## src/sst_pkg.sv

```systemverilog
/*
  shared constants and types of the sync serial core.
  assumes nothing beyond a SystemVerilog compiler; imported by the core and the bench, not by the buffer, interface or codec model.
*/
`default_nettype none
package sst_pkg;
  localparam int DIV_W = 12;
  localparam int WORD_W = 32;
  localparam int SYNC_W = 16;
  localparam int FIFO_DEPTH = 16;
  localparam logic [DIV_W-1:0] DIV_OFF = 12'h000;
  localparam logic [DIV_W-1:0] DIV_STEP = 12'h001;

  typedef enum logic [1:0] {
    CKS_DIV = 2'h0,
    CKS_OTHER = 2'h1,
    CKS_PIN = 2'h2
  } sst_cks_e;

  typedef enum logic [1:0] {
    CKO_OFF = 2'h0,
    CKO_CONT = 2'h1,
    CKO_XFER = 2'h2
  } sst_cko_e;

  typedef enum logic [2:0] {
    ST_CONT = 3'h0,
    ST_SYNC = 3'h1,
    ST_FALL = 3'h2,
    ST_RISE = 3'h3,
    ST_LOW = 3'h4,
    ST_HIGH = 3'h5,
    ST_ANY = 3'h6,
    ST_CMP = 3'h7
  } sst_start_e;

  typedef enum logic [2:0] {
    FS_INPUT = 3'h0,
    FS_LOW_DATA = 3'h1,
    FS_HIGH_DATA = 3'h2,
    FS_PULSE = 3'h3,
    FS_TOGGLE = 3'h4
  } sst_frame_sync_output_select_e;

  typedef enum logic [1:0] {
    PH_IDLE = 2'h0,
    PH_ARMED = 2'h1,
    PH_DELAY = 2'h2,
    PH_DATA = 2'h3
  } sst_phase_e;
endpackage
`default_nettype wire

```

## src/sst_fifo_if.sv

```systemverilog
/*
  valid/ready carrier between the core and its transmit word buffer.
  assumes both ends run on the same master clock.
*/
`timescale 1ns/1ns
`default_nettype none
interface sst_fifo_if #(
  parameter int W = 32
) ();
  logic push_valid;
  logic push_ready;
  logic [W-1:0] push_data;
  logic pop_valid;
  logic pop_ready;
  logic [W-1:0] pop_data;

  modport fifo (input push_valid, input push_data, input pop_ready, output push_ready, output pop_valid, output pop_data);
  modport user (output push_valid, output push_data, output pop_ready, input push_ready, input pop_valid, input pop_data);
endinterface
`default_nettype wire

```

## src/sst_fifo.sv

```systemverilog
/*
  word buffer with registered read data and registered ready.
  assumes a single clock and an asynchronous active-low reset.
*/
`timescale 1ns/1ns
`default_nettype none
module sst_fifo #(
  parameter int WIDTH = 32,
  parameter int DEPTH = 16
) (
  input wire logic i_mclk,
  input wire logic i_rstn,
  sst_fifo_if.fifo f
);
  localparam int AW = $clog2(DEPTH);

  typedef struct packed {
    logic [DEPTH-1:0][WIDTH-1:0] mem;
    logic [AW-1:0] wptr;
    logic [AW-1:0] rptr;
    logic [AW:0] cnt;
    logic [WIDTH-1:0] dout;
    logic dvalid;
    logic rdy;
  } sst_fifo_s;

  sst_fifo_s s;
  sst_fifo_s n;
  logic push;
  logic pop;
  logic take;

  // the output word counts toward the depth, so full means DEPTH words in total
  always_comb
  begin
    n = s;
    push = f.push_valid & s.rdy;
    pop = f.pop_ready & s.dvalid;
    take = (s.cnt != '0) & (~s.dvalid | pop);
    if (push)
    begin
      n.mem[s.wptr] = f.push_data;
      n.wptr = s.wptr + AW'(1);
    end
    if (take)
    begin
      n.dout = s.mem[s.rptr];
      n.rptr = s.rptr + AW'(1);
      n.dvalid = 1'b1;
    end
    else if (pop)
    begin
      n.dvalid = 1'b0;
    end
    n.cnt = s.cnt + {{AW{1'b0}}, push} - {{AW{1'b0}}, take};
    n.rdy = (n.cnt + {{AW{1'b0}}, n.dvalid}) < (AW+1)'(DEPTH);
  end

  always_ff @(posedge i_mclk or negedge i_rstn)
  begin
    if (!i_rstn)
      s <= '0;
    else
      s <= n;
  end

  assign f.push_ready = s.rdy;
  assign f.pop_valid = s.dvalid;
  assign f.pop_data = s.dout;
endmodule
`default_nettype wire

```

## src/sst_core.sv

```systemverilog
/*
  sync serial core: shared divider, bit clock choice, framing, holding and shift registers, status flags.
  assumes pin inputs synchronous to i_mclk and pin wires resolved outside from the enables.
*/
`timescale 1ns/1ns
`default_nettype none
// Behaviour
// 12-bit ratio feeds shared divider; zero idles
// each divided level lasts ratio master cycles
// transmit clock from pin, receive or divider
// receive clock from pin, transmit or divider
// inversion affects internal clock, never the pin
// clock pin driven always or during data
// software avoids pin source with continuous output
// receive pin clock limited by frame direction
// transmit pin clock limited by frame direction
// load frees holding; both empty means drained
// transmit shifter loads holding word per format
// full receive word copied, full flag set
// unread word replaced, overwrite flag set
// continuous start: on written word or enable
// start on other side, edge, level, change
// receiver may start on compare pattern
// frame pin waveform chosen per direction
// pulse width is one to sixteen bits
// period field sets frame pulse interval
// sync bits sampled or shifted during sync
// sync data only when enabled; data wins
// receive sync bits pass through shift register
// chosen frame edge sets sync seen flag
module sst_core (
  input wire logic i_mclk,
  input wire logic i_rstn,
  input wire logic [sst_pkg::DIV_W-1:0] i_div_ratio,
  input wire sst_pkg::sst_cks_e i_tx_cks,
  input wire sst_pkg::sst_cks_e i_rx_cks,
  input wire logic i_tx_cki,
  input wire logic i_rx_cki,
  input wire sst_pkg::sst_cko_e i_tx_cko,
  input wire sst_pkg::sst_cko_e i_rx_cko,
  input wire sst_pkg::sst_start_e i_tx_start,
  input wire sst_pkg::sst_start_e i_rx_start,
  input wire sst_pkg::sst_frame_sync_output_select_e i_tx_frame_sync_output_select,
  input wire sst_pkg::sst_frame_sync_output_select_e i_rx_frame_sync_output_select,
  input wire logic [3:0] i_tx_sync_length,
  input wire logic [3:0] i_rx_sync_length,
  input wire logic [7:0] i_tx_sttdly,
  input wire logic [7:0] i_rx_sttdly,
  input wire logic [7:0] i_tx_period,
  input wire logic [7:0] i_rx_period,
  input wire logic [4:0] i_tx_datlen,
  input wire logic [4:0] i_rx_datlen,
  input wire logic i_tx_sync_data_enable,
  input wire logic i_tx_datdef,
  input wire logic i_tx_sync_edge_select,
  input wire logic i_rx_sync_edge_select,
  input wire logic i_tx_enable,
  input wire logic i_rx_enable,
  input wire logic [sst_pkg::SYNC_W-1:0] i_tx_sync_word,
  input wire logic [sst_pkg::SYNC_W-1:0] i_rx_compare,
  input wire logic i_tx_valid,
  input wire logic [sst_pkg::WORD_W-1:0] i_tx_word,
  output logic o_tx_ready,
  output logic [sst_pkg::WORD_W-1:0] o_rx_word,
  output logic [sst_pkg::SYNC_W-1:0] o_rx_sync_word,
  input wire logic i_rx_read,
  input wire logic i_status_clear,
  output logic o_tx_holding_free,
  output logic o_tx_drained,
  output logic o_rx_holding_full,
  output logic o_rx_overwrite,
  output logic o_tx_sync_seen,
  output logic o_rx_sync_seen,
  input wire logic i_tx_clk_pin,
  output logic o_tx_clk_pin,
  output logic o_tx_clk_oe,
  input wire logic i_rx_clk_pin,
  output logic o_rx_clk_pin,
  output logic o_rx_clk_oe,
  input wire logic i_tx_frame_pin,
  output logic o_tx_frame_pin,
  output logic o_tx_frame_oe,
  input wire logic i_rx_frame_pin,
  output logic o_rx_frame_pin,
  output logic o_rx_frame_oe,
  output logic o_tx_data_pin,
  input wire logic i_rx_data_pin
);
  import sst_pkg::*;

  typedef struct packed {
    logic [DIV_W-1:0] dcnt;
    logic dclk;
    logic tci;
    logic rci;
    logic tfq;
    logic rfq;
    sst_phase_e tph;
    sst_phase_e rph;
    logic [7:0] tfc;
    logic [7:0] rfc;
    logic [4:0] tbc;
    logic [4:0] rbc;
    logic [7:0] tper;
    logic [7:0] rper;
    logic [WORD_W-1:0] tsr;
    logic [WORD_W-1:0] rsr;
    logic [WORD_W-1:0] thr;
    logic [WORD_W-1:0] rhr;
    logic [SYNC_W-1:0] rhist;
    logic [SYNC_W-1:0] rshr;
    logic thr_full;
    logic rhr_full;
    logic rovr;
    logic tsyn;
    logic rsyn;
    logic tsg;
    logic rsg;
    logic ttog;
    logic rtog;
    logic tfree;
    logic tdrn;
    logic td;
    logic tfs;
    logic rfs;
    logic tfs_oe;
    logic rfs_oe;
    logic tclk_o;
    logic tclk_oe;
    logic rclk_o;
    logic rclk_oe;
  } sst_core_s;

  sst_core_s s;
  sst_core_s n;
  sst_fifo_if #(.W(WORD_W)) fif ();
  logic tx_base;
  logic rx_base;
  logic tclk;
  logic rclk;
  logic ttick;
  logic rtick;
  logic tsyn_ev;
  logic rsyn_ev;
  logic tper_hit;
  logic rper_hit;
  logic cmp_hit;
  logic tgo;
  logic rgo;
  logic tload;
  logic rdone;
  logic [SYNC_W-1:0] hist;
  logic [SYNC_W-1:0] m16;
  logic [WORD_W-1:0] m32;

  function automatic logic start_hit(input sst_start_e m, input logic prev, input logic cur,
                                     input logic other, input logic cmp);
    case (m)
      ST_SYNC: start_hit = other;
      ST_FALL: start_hit = prev & ~cur;
      ST_RISE: start_hit = ~prev & cur;
      ST_LOW: start_hit = ~cur;
      ST_HIGH: start_hit = cur;
      ST_ANY: start_hit = prev ^ cur;
      ST_CMP: start_hit = cmp;
      default: start_hit = 1'b0;
    endcase
  endfunction

  function automatic logic fs_wave(input sst_frame_sync_output_select_e m, input logic dat, input logic syn, input logic tog);
    case (m)
      FS_LOW_DATA: fs_wave = ~dat;
      FS_HIGH_DATA: fs_wave = dat;
      FS_PULSE: fs_wave = syn;
      FS_TOGGLE: fs_wave = tog;
      default: fs_wave = 1'b0;
    endcase
  endfunction

  sst_fifo #(.WIDTH(WORD_W), .DEPTH(FIFO_DEPTH)) u_fifo (
    .i_mclk(i_mclk),
    .i_rstn(i_rstn),
    .f(fif)
  );

  assign fif.push_valid = i_tx_valid;
  assign fif.push_data = i_tx_word;

  always_comb
  begin
    n = s;
    tload = 1'b0;
    rdone = 1'b0;
    tper_hit = 1'b0;
    rper_hit = 1'b0;
    fif.pop_ready = 1'b0;
    n.tsg = 1'b0;
    n.rsg = 1'b0;
    if (i_div_ratio == DIV_OFF)
    begin
      n.dcnt = DIV_OFF;
      n.dclk = 1'b0;
    end
    else if (s.dcnt == i_div_ratio - DIV_STEP)
    begin
      n.dcnt = DIV_OFF;
      n.dclk = ~s.dclk;
    end
    else
    begin
      n.dcnt = s.dcnt + DIV_STEP;
    end
    // the cross choice takes the other side's own source, so mutual selection cannot loop
    tx_base = (i_tx_cks == CKS_PIN) ? i_tx_clk_pin : s.dclk;
    rx_base = (i_rx_cks == CKS_PIN) ? i_rx_clk_pin : s.dclk;
    tclk = (i_tx_cks == CKS_OTHER) ? rx_base : tx_base;
    rclk = (i_rx_cks == CKS_OTHER) ? tx_base : rx_base;
    ttick = s.tci & ~(tclk ^ i_tx_cki);
    rtick = ~s.rci & (rclk ^ i_rx_cki);
    n.tci = tclk ^ i_tx_cki;
    n.rci = rclk ^ i_rx_cki;
    n.tfq = i_tx_frame_pin;
    n.rfq = i_rx_frame_pin;
    tsyn_ev = i_tx_sync_edge_select ? (s.tfq & ~i_tx_frame_pin) : (~s.tfq & i_tx_frame_pin);
    rsyn_ev = i_rx_sync_edge_select ? (s.rfq & ~i_rx_frame_pin) : (~s.rfq & i_rx_frame_pin);
    n.tsyn = tsyn_ev | (s.tsyn & ~i_status_clear);
    n.rsyn = rsyn_ev | (s.rsyn & ~i_status_clear);
    if (ttick && i_tx_period != 8'h00)
    begin
      tper_hit = s.tper == i_tx_period;
      n.tper = tper_hit ? 8'h00 : s.tper + 8'h01;
    end
    if (rtick && i_rx_period != 8'h00)
    begin
      rper_hit = s.rper == i_rx_period;
      n.rper = rper_hit ? 8'h00 : s.rper + 8'h01;
    end
    hist = rtick ? {s.rhist[SYNC_W-2:0], i_rx_data_pin} : s.rhist;
    n.rhist = hist;
    m16 = ~(16'hfffe << i_rx_sync_length);
    m32 = ~(32'hffff_fffe << i_rx_datlen);
    cmp_hit = rtick & (((hist ^ i_rx_compare) & m16) == 16'h0000);
    // other-side starts are registered one cycle to break the tx/rx start loop
    tgo = (i_tx_start == ST_CONT) ? s.thr_full :
          (start_hit(i_tx_start, s.tfq, i_tx_frame_pin, s.rsg, 1'b0) | tper_hit);
    rgo = (i_rx_start == ST_CONT) ? 1'b1 :
          (start_hit(i_rx_start, s.rfq, i_rx_frame_pin, s.tsg, cmp_hit) | rper_hit);

    case (s.tph)
      PH_IDLE:
        if (i_tx_enable)
          n.tph = PH_ARMED;
      PH_ARMED:
        if (tgo)
        begin
          n.tsg = 1'b1;
          n.ttog = ~s.ttog;
          n.tfc = 8'h00;
          if (i_tx_sttdly == 8'h00)
            tload = 1'b1;
          else
            n.tph = PH_DELAY;
        end
      PH_DELAY:
        if (ttick)
        begin
          n.tfc = s.tfc + 8'h01;
          if (n.tfc == i_tx_sttdly)
            tload = 1'b1;
        end
      PH_DATA:
        if (ttick)
        begin
          if (s.tfc != 8'hff)
            n.tfc = s.tfc + 8'h01;
          n.tsr = s.tsr << 1;
          n.tbc = s.tbc + 5'h01;
          if (s.tbc == i_tx_datlen)
            n.tph = PH_ARMED;
        end
      default:
        n.tph = PH_IDLE;
    endcase
    if (tload)
    begin
      n.tph = PH_DATA;
      n.tbc = 5'h00;
      n.tsr = s.thr_full ? s.thr : {WORD_W{i_tx_datdef}};
      n.thr_full = 1'b0;
    end
    if (!s.thr_full && fif.pop_valid)
    begin
      fif.pop_ready = 1'b1;
      n.thr = fif.pop_data;
      n.thr_full = 1'b1;
    end
    if (!i_tx_enable)
      n.tph = PH_IDLE;
    n.tfree = ~n.thr_full;
    n.tdrn = ~n.thr_full & (n.tph != PH_DATA);
    // sync bits only fill the start delay; the first data bit always takes over
    if (n.tph == PH_DATA)
      n.td = n.tsr[i_tx_datlen];
    else if (n.tph == PH_DELAY && i_tx_sync_data_enable && n.tfc <= {4'h0, i_tx_sync_length})
      n.td = i_tx_sync_word[i_tx_sync_length - n.tfc[3:0]];
    else
      n.td = i_tx_datdef;
    n.tfs = fs_wave(i_tx_frame_sync_output_select, n.tph == PH_DATA,
                    (n.tph == PH_DELAY || n.tph == PH_DATA) && n.tfc <= {4'h0, i_tx_sync_length}, n.ttog);
    n.tfs_oe = i_tx_frame_sync_output_select != FS_INPUT;
    n.tclk_o = tclk;
    n.tclk_oe = (i_tx_cko == CKO_CONT) || (i_tx_cko == CKO_XFER && n.tph == PH_DATA);

    case (s.rph)
      PH_IDLE:
        if (i_rx_enable)
          n.rph = PH_ARMED;
      PH_ARMED:
        if (rgo)
        begin
          n.rsg = 1'b1;
          n.rtog = ~s.rtog;
          n.rfc = 8'h00;
          n.rbc = 5'h00;
          n.rph = (i_rx_sttdly == 8'h00) ? PH_DATA : PH_DELAY;
        end
      PH_DELAY:
        if (rtick)
        begin
          n.rfc = s.rfc + 8'h01;
          n.rsr = {s.rsr[WORD_W-2:0], i_rx_data_pin};
          if (s.rfc == {4'h0, i_rx_sync_length})
            n.rshr = n.rsr[SYNC_W-1:0] & m16;
          if (n.rfc == i_rx_sttdly)
            n.rph = PH_DATA;
        end
      PH_DATA:
        if (rtick)
        begin
          if (s.rfc != 8'hff)
            n.rfc = s.rfc + 8'h01;
          n.rsr = {s.rsr[WORD_W-2:0], i_rx_data_pin};
          n.rbc = s.rbc + 5'h01;
          if (s.rbc == i_rx_datlen)
          begin
            rdone = 1'b1;
            n.rbc = 5'h00;
            if (i_rx_start != ST_CONT)
              n.rph = PH_ARMED;
          end
        end
      default:
        n.rph = PH_IDLE;
    endcase
    if (!i_rx_enable)
      n.rph = PH_IDLE;
    if (rdone)
      n.rhr = n.rsr & m32;
    n.rhr_full = rdone | (s.rhr_full & ~i_rx_read);
    n.rovr = (rdone & s.rhr_full & ~i_rx_read) | (s.rovr & ~i_status_clear);
    n.rfs = fs_wave(i_rx_frame_sync_output_select, n.rph == PH_DATA,
                    (n.rph == PH_DELAY || n.rph == PH_DATA) && n.rfc <= {4'h0, i_rx_sync_length}, n.rtog);
    n.rfs_oe = i_rx_frame_sync_output_select != FS_INPUT;
    n.rclk_o = rclk;
    n.rclk_oe = (i_rx_cko == CKO_CONT) || (i_rx_cko == CKO_XFER && n.rph == PH_DATA);
  end

  always_ff @(posedge i_mclk or negedge i_rstn)
  begin
    if (!i_rstn)
      s <= '0;
    else
      s <= n;
  end

  assign o_tx_ready = fif.push_ready;
  assign o_rx_word = s.rhr;
  assign o_rx_sync_word = s.rshr;
  assign o_tx_holding_free = s.tfree;
  assign o_tx_drained = s.tdrn;
  assign o_rx_holding_full = s.rhr_full;
  assign o_rx_overwrite = s.rovr;
  assign o_tx_sync_seen = s.tsyn;
  assign o_rx_sync_seen = s.rsyn;
  assign o_tx_clk_pin = s.tclk_o;
  assign o_tx_clk_oe = s.tclk_oe;
  assign o_rx_clk_pin = s.rclk_o;
  assign o_rx_clk_oe = s.rclk_oe;
  assign o_tx_frame_pin = s.tfs;
  assign o_tx_frame_oe = s.tfs_oe;
  assign o_rx_frame_pin = s.rfs;
  assign o_rx_frame_oe = s.rfs_oe;
  assign o_tx_data_pin = s.td;
endmodule
`default_nettype wire

```

## config.mk

```make
export PLATFORM = sky130hd
export DESIGN_NAME = sst_core
export DESIGN_NICKNAME = d
export VERILOG_FILES = /design/src/sst_pkg.sv /design/src/sst_fifo_if.sv /design/src/sst_fifo.sv /design/src/sst_core.sv
export SDC_FILE = /design/constraint.sdc
export NUM_CORES = 1
export LEC_CHECK = 0
export BUFFER_PORTS_ARGS = -buffer_cell sky130_fd_sc_hd__buf_4
export CAP_MARGIN = 10
export CORE_MARGIN = 3
export CORE_UTILIZATION = 50
export CTS_CLUSTER_DIAMETER = 50
export CTS_CLUSTER_SIZE = 20
export DETAILED_ROUTE_END_ITERATION = 10
export PLACE_DENSITY_LB_ADDON = 0.2
export SYNTH_ARGS = -nofsm -noshare
export SYNTH_HDL_FRONTEND = slang
export SYNTH_SLANG_ARGS = --single-unit
```

## constraint.sdc

```tcl
create_clock -name i_mclk -period 4.3 [get_ports i_mclk]
set_input_delay 0.86 -clock i_mclk [delete_from_list [all_inputs] [get_ports i_mclk]]
set_output_delay 0.86 -clock i_mclk [all_outputs]
set_load 0.02 [all_outputs]
```

==> flow_metrics.tcl <==
set metrics [dict create \
    n_fill_cell 5960 \
    die_span_in_y_um 285.7 \
    synth_cells 3168 \
    fraction_of_power_spent_switching_nets_pct 30.78 \
    multi_input_area_um2 17890 \
    synth.top_cell.area_share_pct 51.31 \
    crit_path_end_kind "flop" \
    slew_hr_pct 35.13 \
    worst-slew-pin-transition_ns 0.9709 \
    power_frac_clock_pct 30.2 \
    chipWidth_um 285.7 \
    via_count_of_the_first_global_routing_pass 27750 \
    maximum_number_of_pins_on_one_net_before_global_route_repair 99 \
    pre_cts_ws_ns -0.7163 \
    violations_in_the_final_reports "negative setup slack" \
    finish.cell_count_without_fillers 4522 \
    place.detailed.hpwl_mm 65.38 \
    layout-drive-gt1-share_pct 38.25 \
    power.switching_w 0.008493 \
    clk_transition_reported_paths_ns 0.06 \
    place.gp.congestion 0.8794 \
    maxSlewViolCount 0 \
    worst_path_largest_cell_delay_ns 0.40 \
    initial_core_util_pct 50.99 \
    leakage_nw 21.12 \
    timing_hold_violations_final 0 \
    rsz_0062_raised_after_global_routing "yes" \
    seq_area_um2 20080 \
    yosys_register_bits 802 \
    worst_ir_drop_on_vdd_mv 0.4858 \
    finalSetupViolCount 1 \
    data_arrival_time_of_the_worst_path_ns 4.91 \
    crit_path_top_delay_cell "or3b_4" \
    synth_area_per_cell_um2 12.35 \
    post-route-drc-count 0 \
    synthesis.nets 3374 \
    1st_iter_drt_viols 1821 \
    core_um2 76710 \
    viasPerCell 5.828 \
    grt_usage_pct 24.56 \
    period_share_pct 101.0 \
    finish.net_count 3615 \
    fp-row-count 101 \
    routed_wire_length_per_instance_um 22.12 \
    power_w 0.02759 \
    synthesis_to_finish_area_growth_pct 18.05 \
    grt_first_pass_wirelength_mm 159.5 \
    ctsHtreeMaxLevel 3 \
    root_buffer_cell "clkbuf_16" \
    final.setup_skew_ns 0.02309 \
    combinationalPowerShare_pct 27.7 \
    worst_hold_path_type "in -> async" \
    synthesis.area_um2 39110 \
    vias 26350 \
    worstPathMaxFanout 3 \
    grt_antenna_before_repair 4 \
    cts_max_path_buffers 3 \
    power_per_cell_area_nw_per_um2 597.7 \
    synth_cell_count_leaders "dfrtp_1, mux2_2, nand2_1, clkbuf_1, mux2i_1" \
    synth_edf_count 0 \
    clock.fmax_mhz 230.2 \
    route.final.wire_length_mm 100.0 \
    clock_latency_ns 0.64 \
    synth-async-reset-ratio_pct 100.0 \
    setup_slack_ns -0.04393 \
    worstPathCellList "buf_4 -> or3b_4 -> o211a_4 -> o31ai_4 -> mux2_4 -> mux2_2 -> a211oi_2 -> buf_4 -> nor2_2 -> o21ai_1 -> nand2_1 -> o2bb2ai_2 -> ha_1 -> o21a_1 -> o21a_1 -> o21ai_2 -> nand4_1 -> or3_4 -> nor3_4 -> o21bai_2 -> a211o_1" \
    synth.lib_cells_used.distinct 84 \
    critPathLaunchType "primary input" \
    synth_most_common_cell "dfrtp_1" \
    numClockSinks 802 \
    synthDominantAreaCellType "dfrtp_1" \
    drv.max_cap_violation_count 0 \
    synth_seq_area_share_pct 51.31 \
    tritoncts "built" \
    outcome "finished with violations" \
    drt.antenna.violating_nets 0 \
    dieArea_um2 81610 \
    r2r.worst_path.cells 20 \
    finalCriticalPeriod_ns 4.344 \
    setup_cp_type "in -> reg" \
    seq_power_share_pct 42.1 \
    post-route-util_pct 60.19 \
    ys.warnings.count 0 \
    yosys-top-cells-area "dfrtp_1, mux2_2, mux4_2" \
    drt_first_pass_iters 5 \
    placed_cells_incl_taps 4341 \
    grt_overflow 0 \
    cts-buffers-inserted 92 \
    port-buffer-count 227 \
    setup-tns-final_ns -0.04393 \
    required_ns 4.87 \
    io-pin-count 228 \
    p_int_w 0.01910 \
    ys.flop_type "dfrtp_1" \
]
==> worst paths after layout <==
kind	start	to	slack [ns]
max	i_tx_cks[0]	o_rx_frame_pin$_DFF_PN0_	-0.04
min	i_rstn	o_rx_word[4]$_DFFE_PN0P_	0.24
max reg2reg	s[230]$_DFFE_PN0P_	o_rx_frame_pin$_DFF_PN0_	0.02
min reg2reg	s[12]$_DFF_PN0_	s[12]$_DFF_PN0_	0.47
max in group asynchronous	i_rstn	u_fifo.s[416]$_DFFE_PN0P_	2.99
min in group i_mclk	i_tx_cko[1]	o_tx_clk_oe$_DFF_PN0_	0.41
==> routing by layer <==
metal / vias to the layer above / GRT usage, % / part of all wire (%)
li1: 11880 / - / -
met1: 13660 / 33.85 / 44
met2: 670 / 41.28 / 49
met3: 138 / 3.681 / 5.0
met4: 0 / 5.770 / 1.8
met5: - / 0 / 0
==> cells in the final DEF, fill, tap and decap left out, drive strengths merged, types with 71 or more instances in the layout <==
cell type	n
dfrtp	802
mux2	554
buf	412
nand2	335
mux2i	135
o21ai	127
mux4	120
nor2	118
inv	107
clkbuf	100
xnor2	71
==> sequential cells by signal, summed over array words and instances (netlist names), 16 cells and up <==
| name | cells |
|---|---|
| u_fifo.s | 525 |
| s | 180 |
| o_rx_word | 32 |
| u_fifo.f.pop_data | 32 |
| o_rx_sync_word | 16 |
==> metrics by stage <==
stage / instance area [um2] / hold WS, ns
4_1_cts: 46070 / 0.2597
5_1_grt: 46160 / 0.2650
2_1_floorplan: 39230 / 0.4366
3_3_place_gp: 42700 / 0.4566
6_report: 46170 / 0.2435
3_5_place_dp: 42700 / 0.4606
==> power by group through the flow <==
stage | Sequential (W) | Clock, W | Combinational, W
global route | 0.0119 | 0.00886 | 0.00829
detailed placement | 0.0117 | 0 | 0.00765
global placement | 0.0115 | 0 | 0.00739
finish | 0.0116 | 0.00834 | 0.00763
floorplan | 0.0111 | 0 | 0.00579
CTS | 0.0116 | 0.00851 | 0.00770
==> logic make-up (layout without fill, tap and decap cells) <==
family / Yosys count / in the layout / share of synthesized area [%]
AO/OA/AOI/OAI: 385 / 385 / 6.613
XOR/XNOR: 118 / 118 / 2.643
adder cells (fa/ha/maj): 42 / 42 / 1.382
buffers and inverters: 333 / 653 / 3.810
flip-flops: 802 / 802 / 51.31
multiplexers: 809 / 809 / 26.32
other: 0 / 4 / 0
AND/OR/NAND/NOR: 679 / 679 / 7.921
==> critical path: cells and delay by family <==
kind | cells | cell delay (ns)
AND/OR/NAND/NOR | 6 | 1.18
multiplexers | 2 | 0.60
buffers and inverters | 2 | 0.30
AO/OA/AOI/OAI | 10 | 1.68
adder cells (fa/ha/maj) | 1 | 0.29
==> repair_timing <==
| item | in CTS | in global routing |
|---|---|---|
| endpoints found under the setup margin | 3 | 3 |
| buffers inserted | 1 | 3 |
| resized for setup | 8 | 16 |
| pin swaps | 7 | 12 |
| gates cloned | 0 | 0 |
| hold buffers | 0 | 0 |
==> layout make-up <==
type | count | share of cell area, %
inverter | 68 | 0.5529
timing repair buffer | 412 | 7.203
multi-input combinational | 2033 | 38.75
clock buffer | 100 | 5.231
clock inverter | 73 | 1.957
tap | 1030 | 2.791
sequential | 802 | 43.49
antenna | 4 | 0.02168
Power figures use the tool's default switching activity.
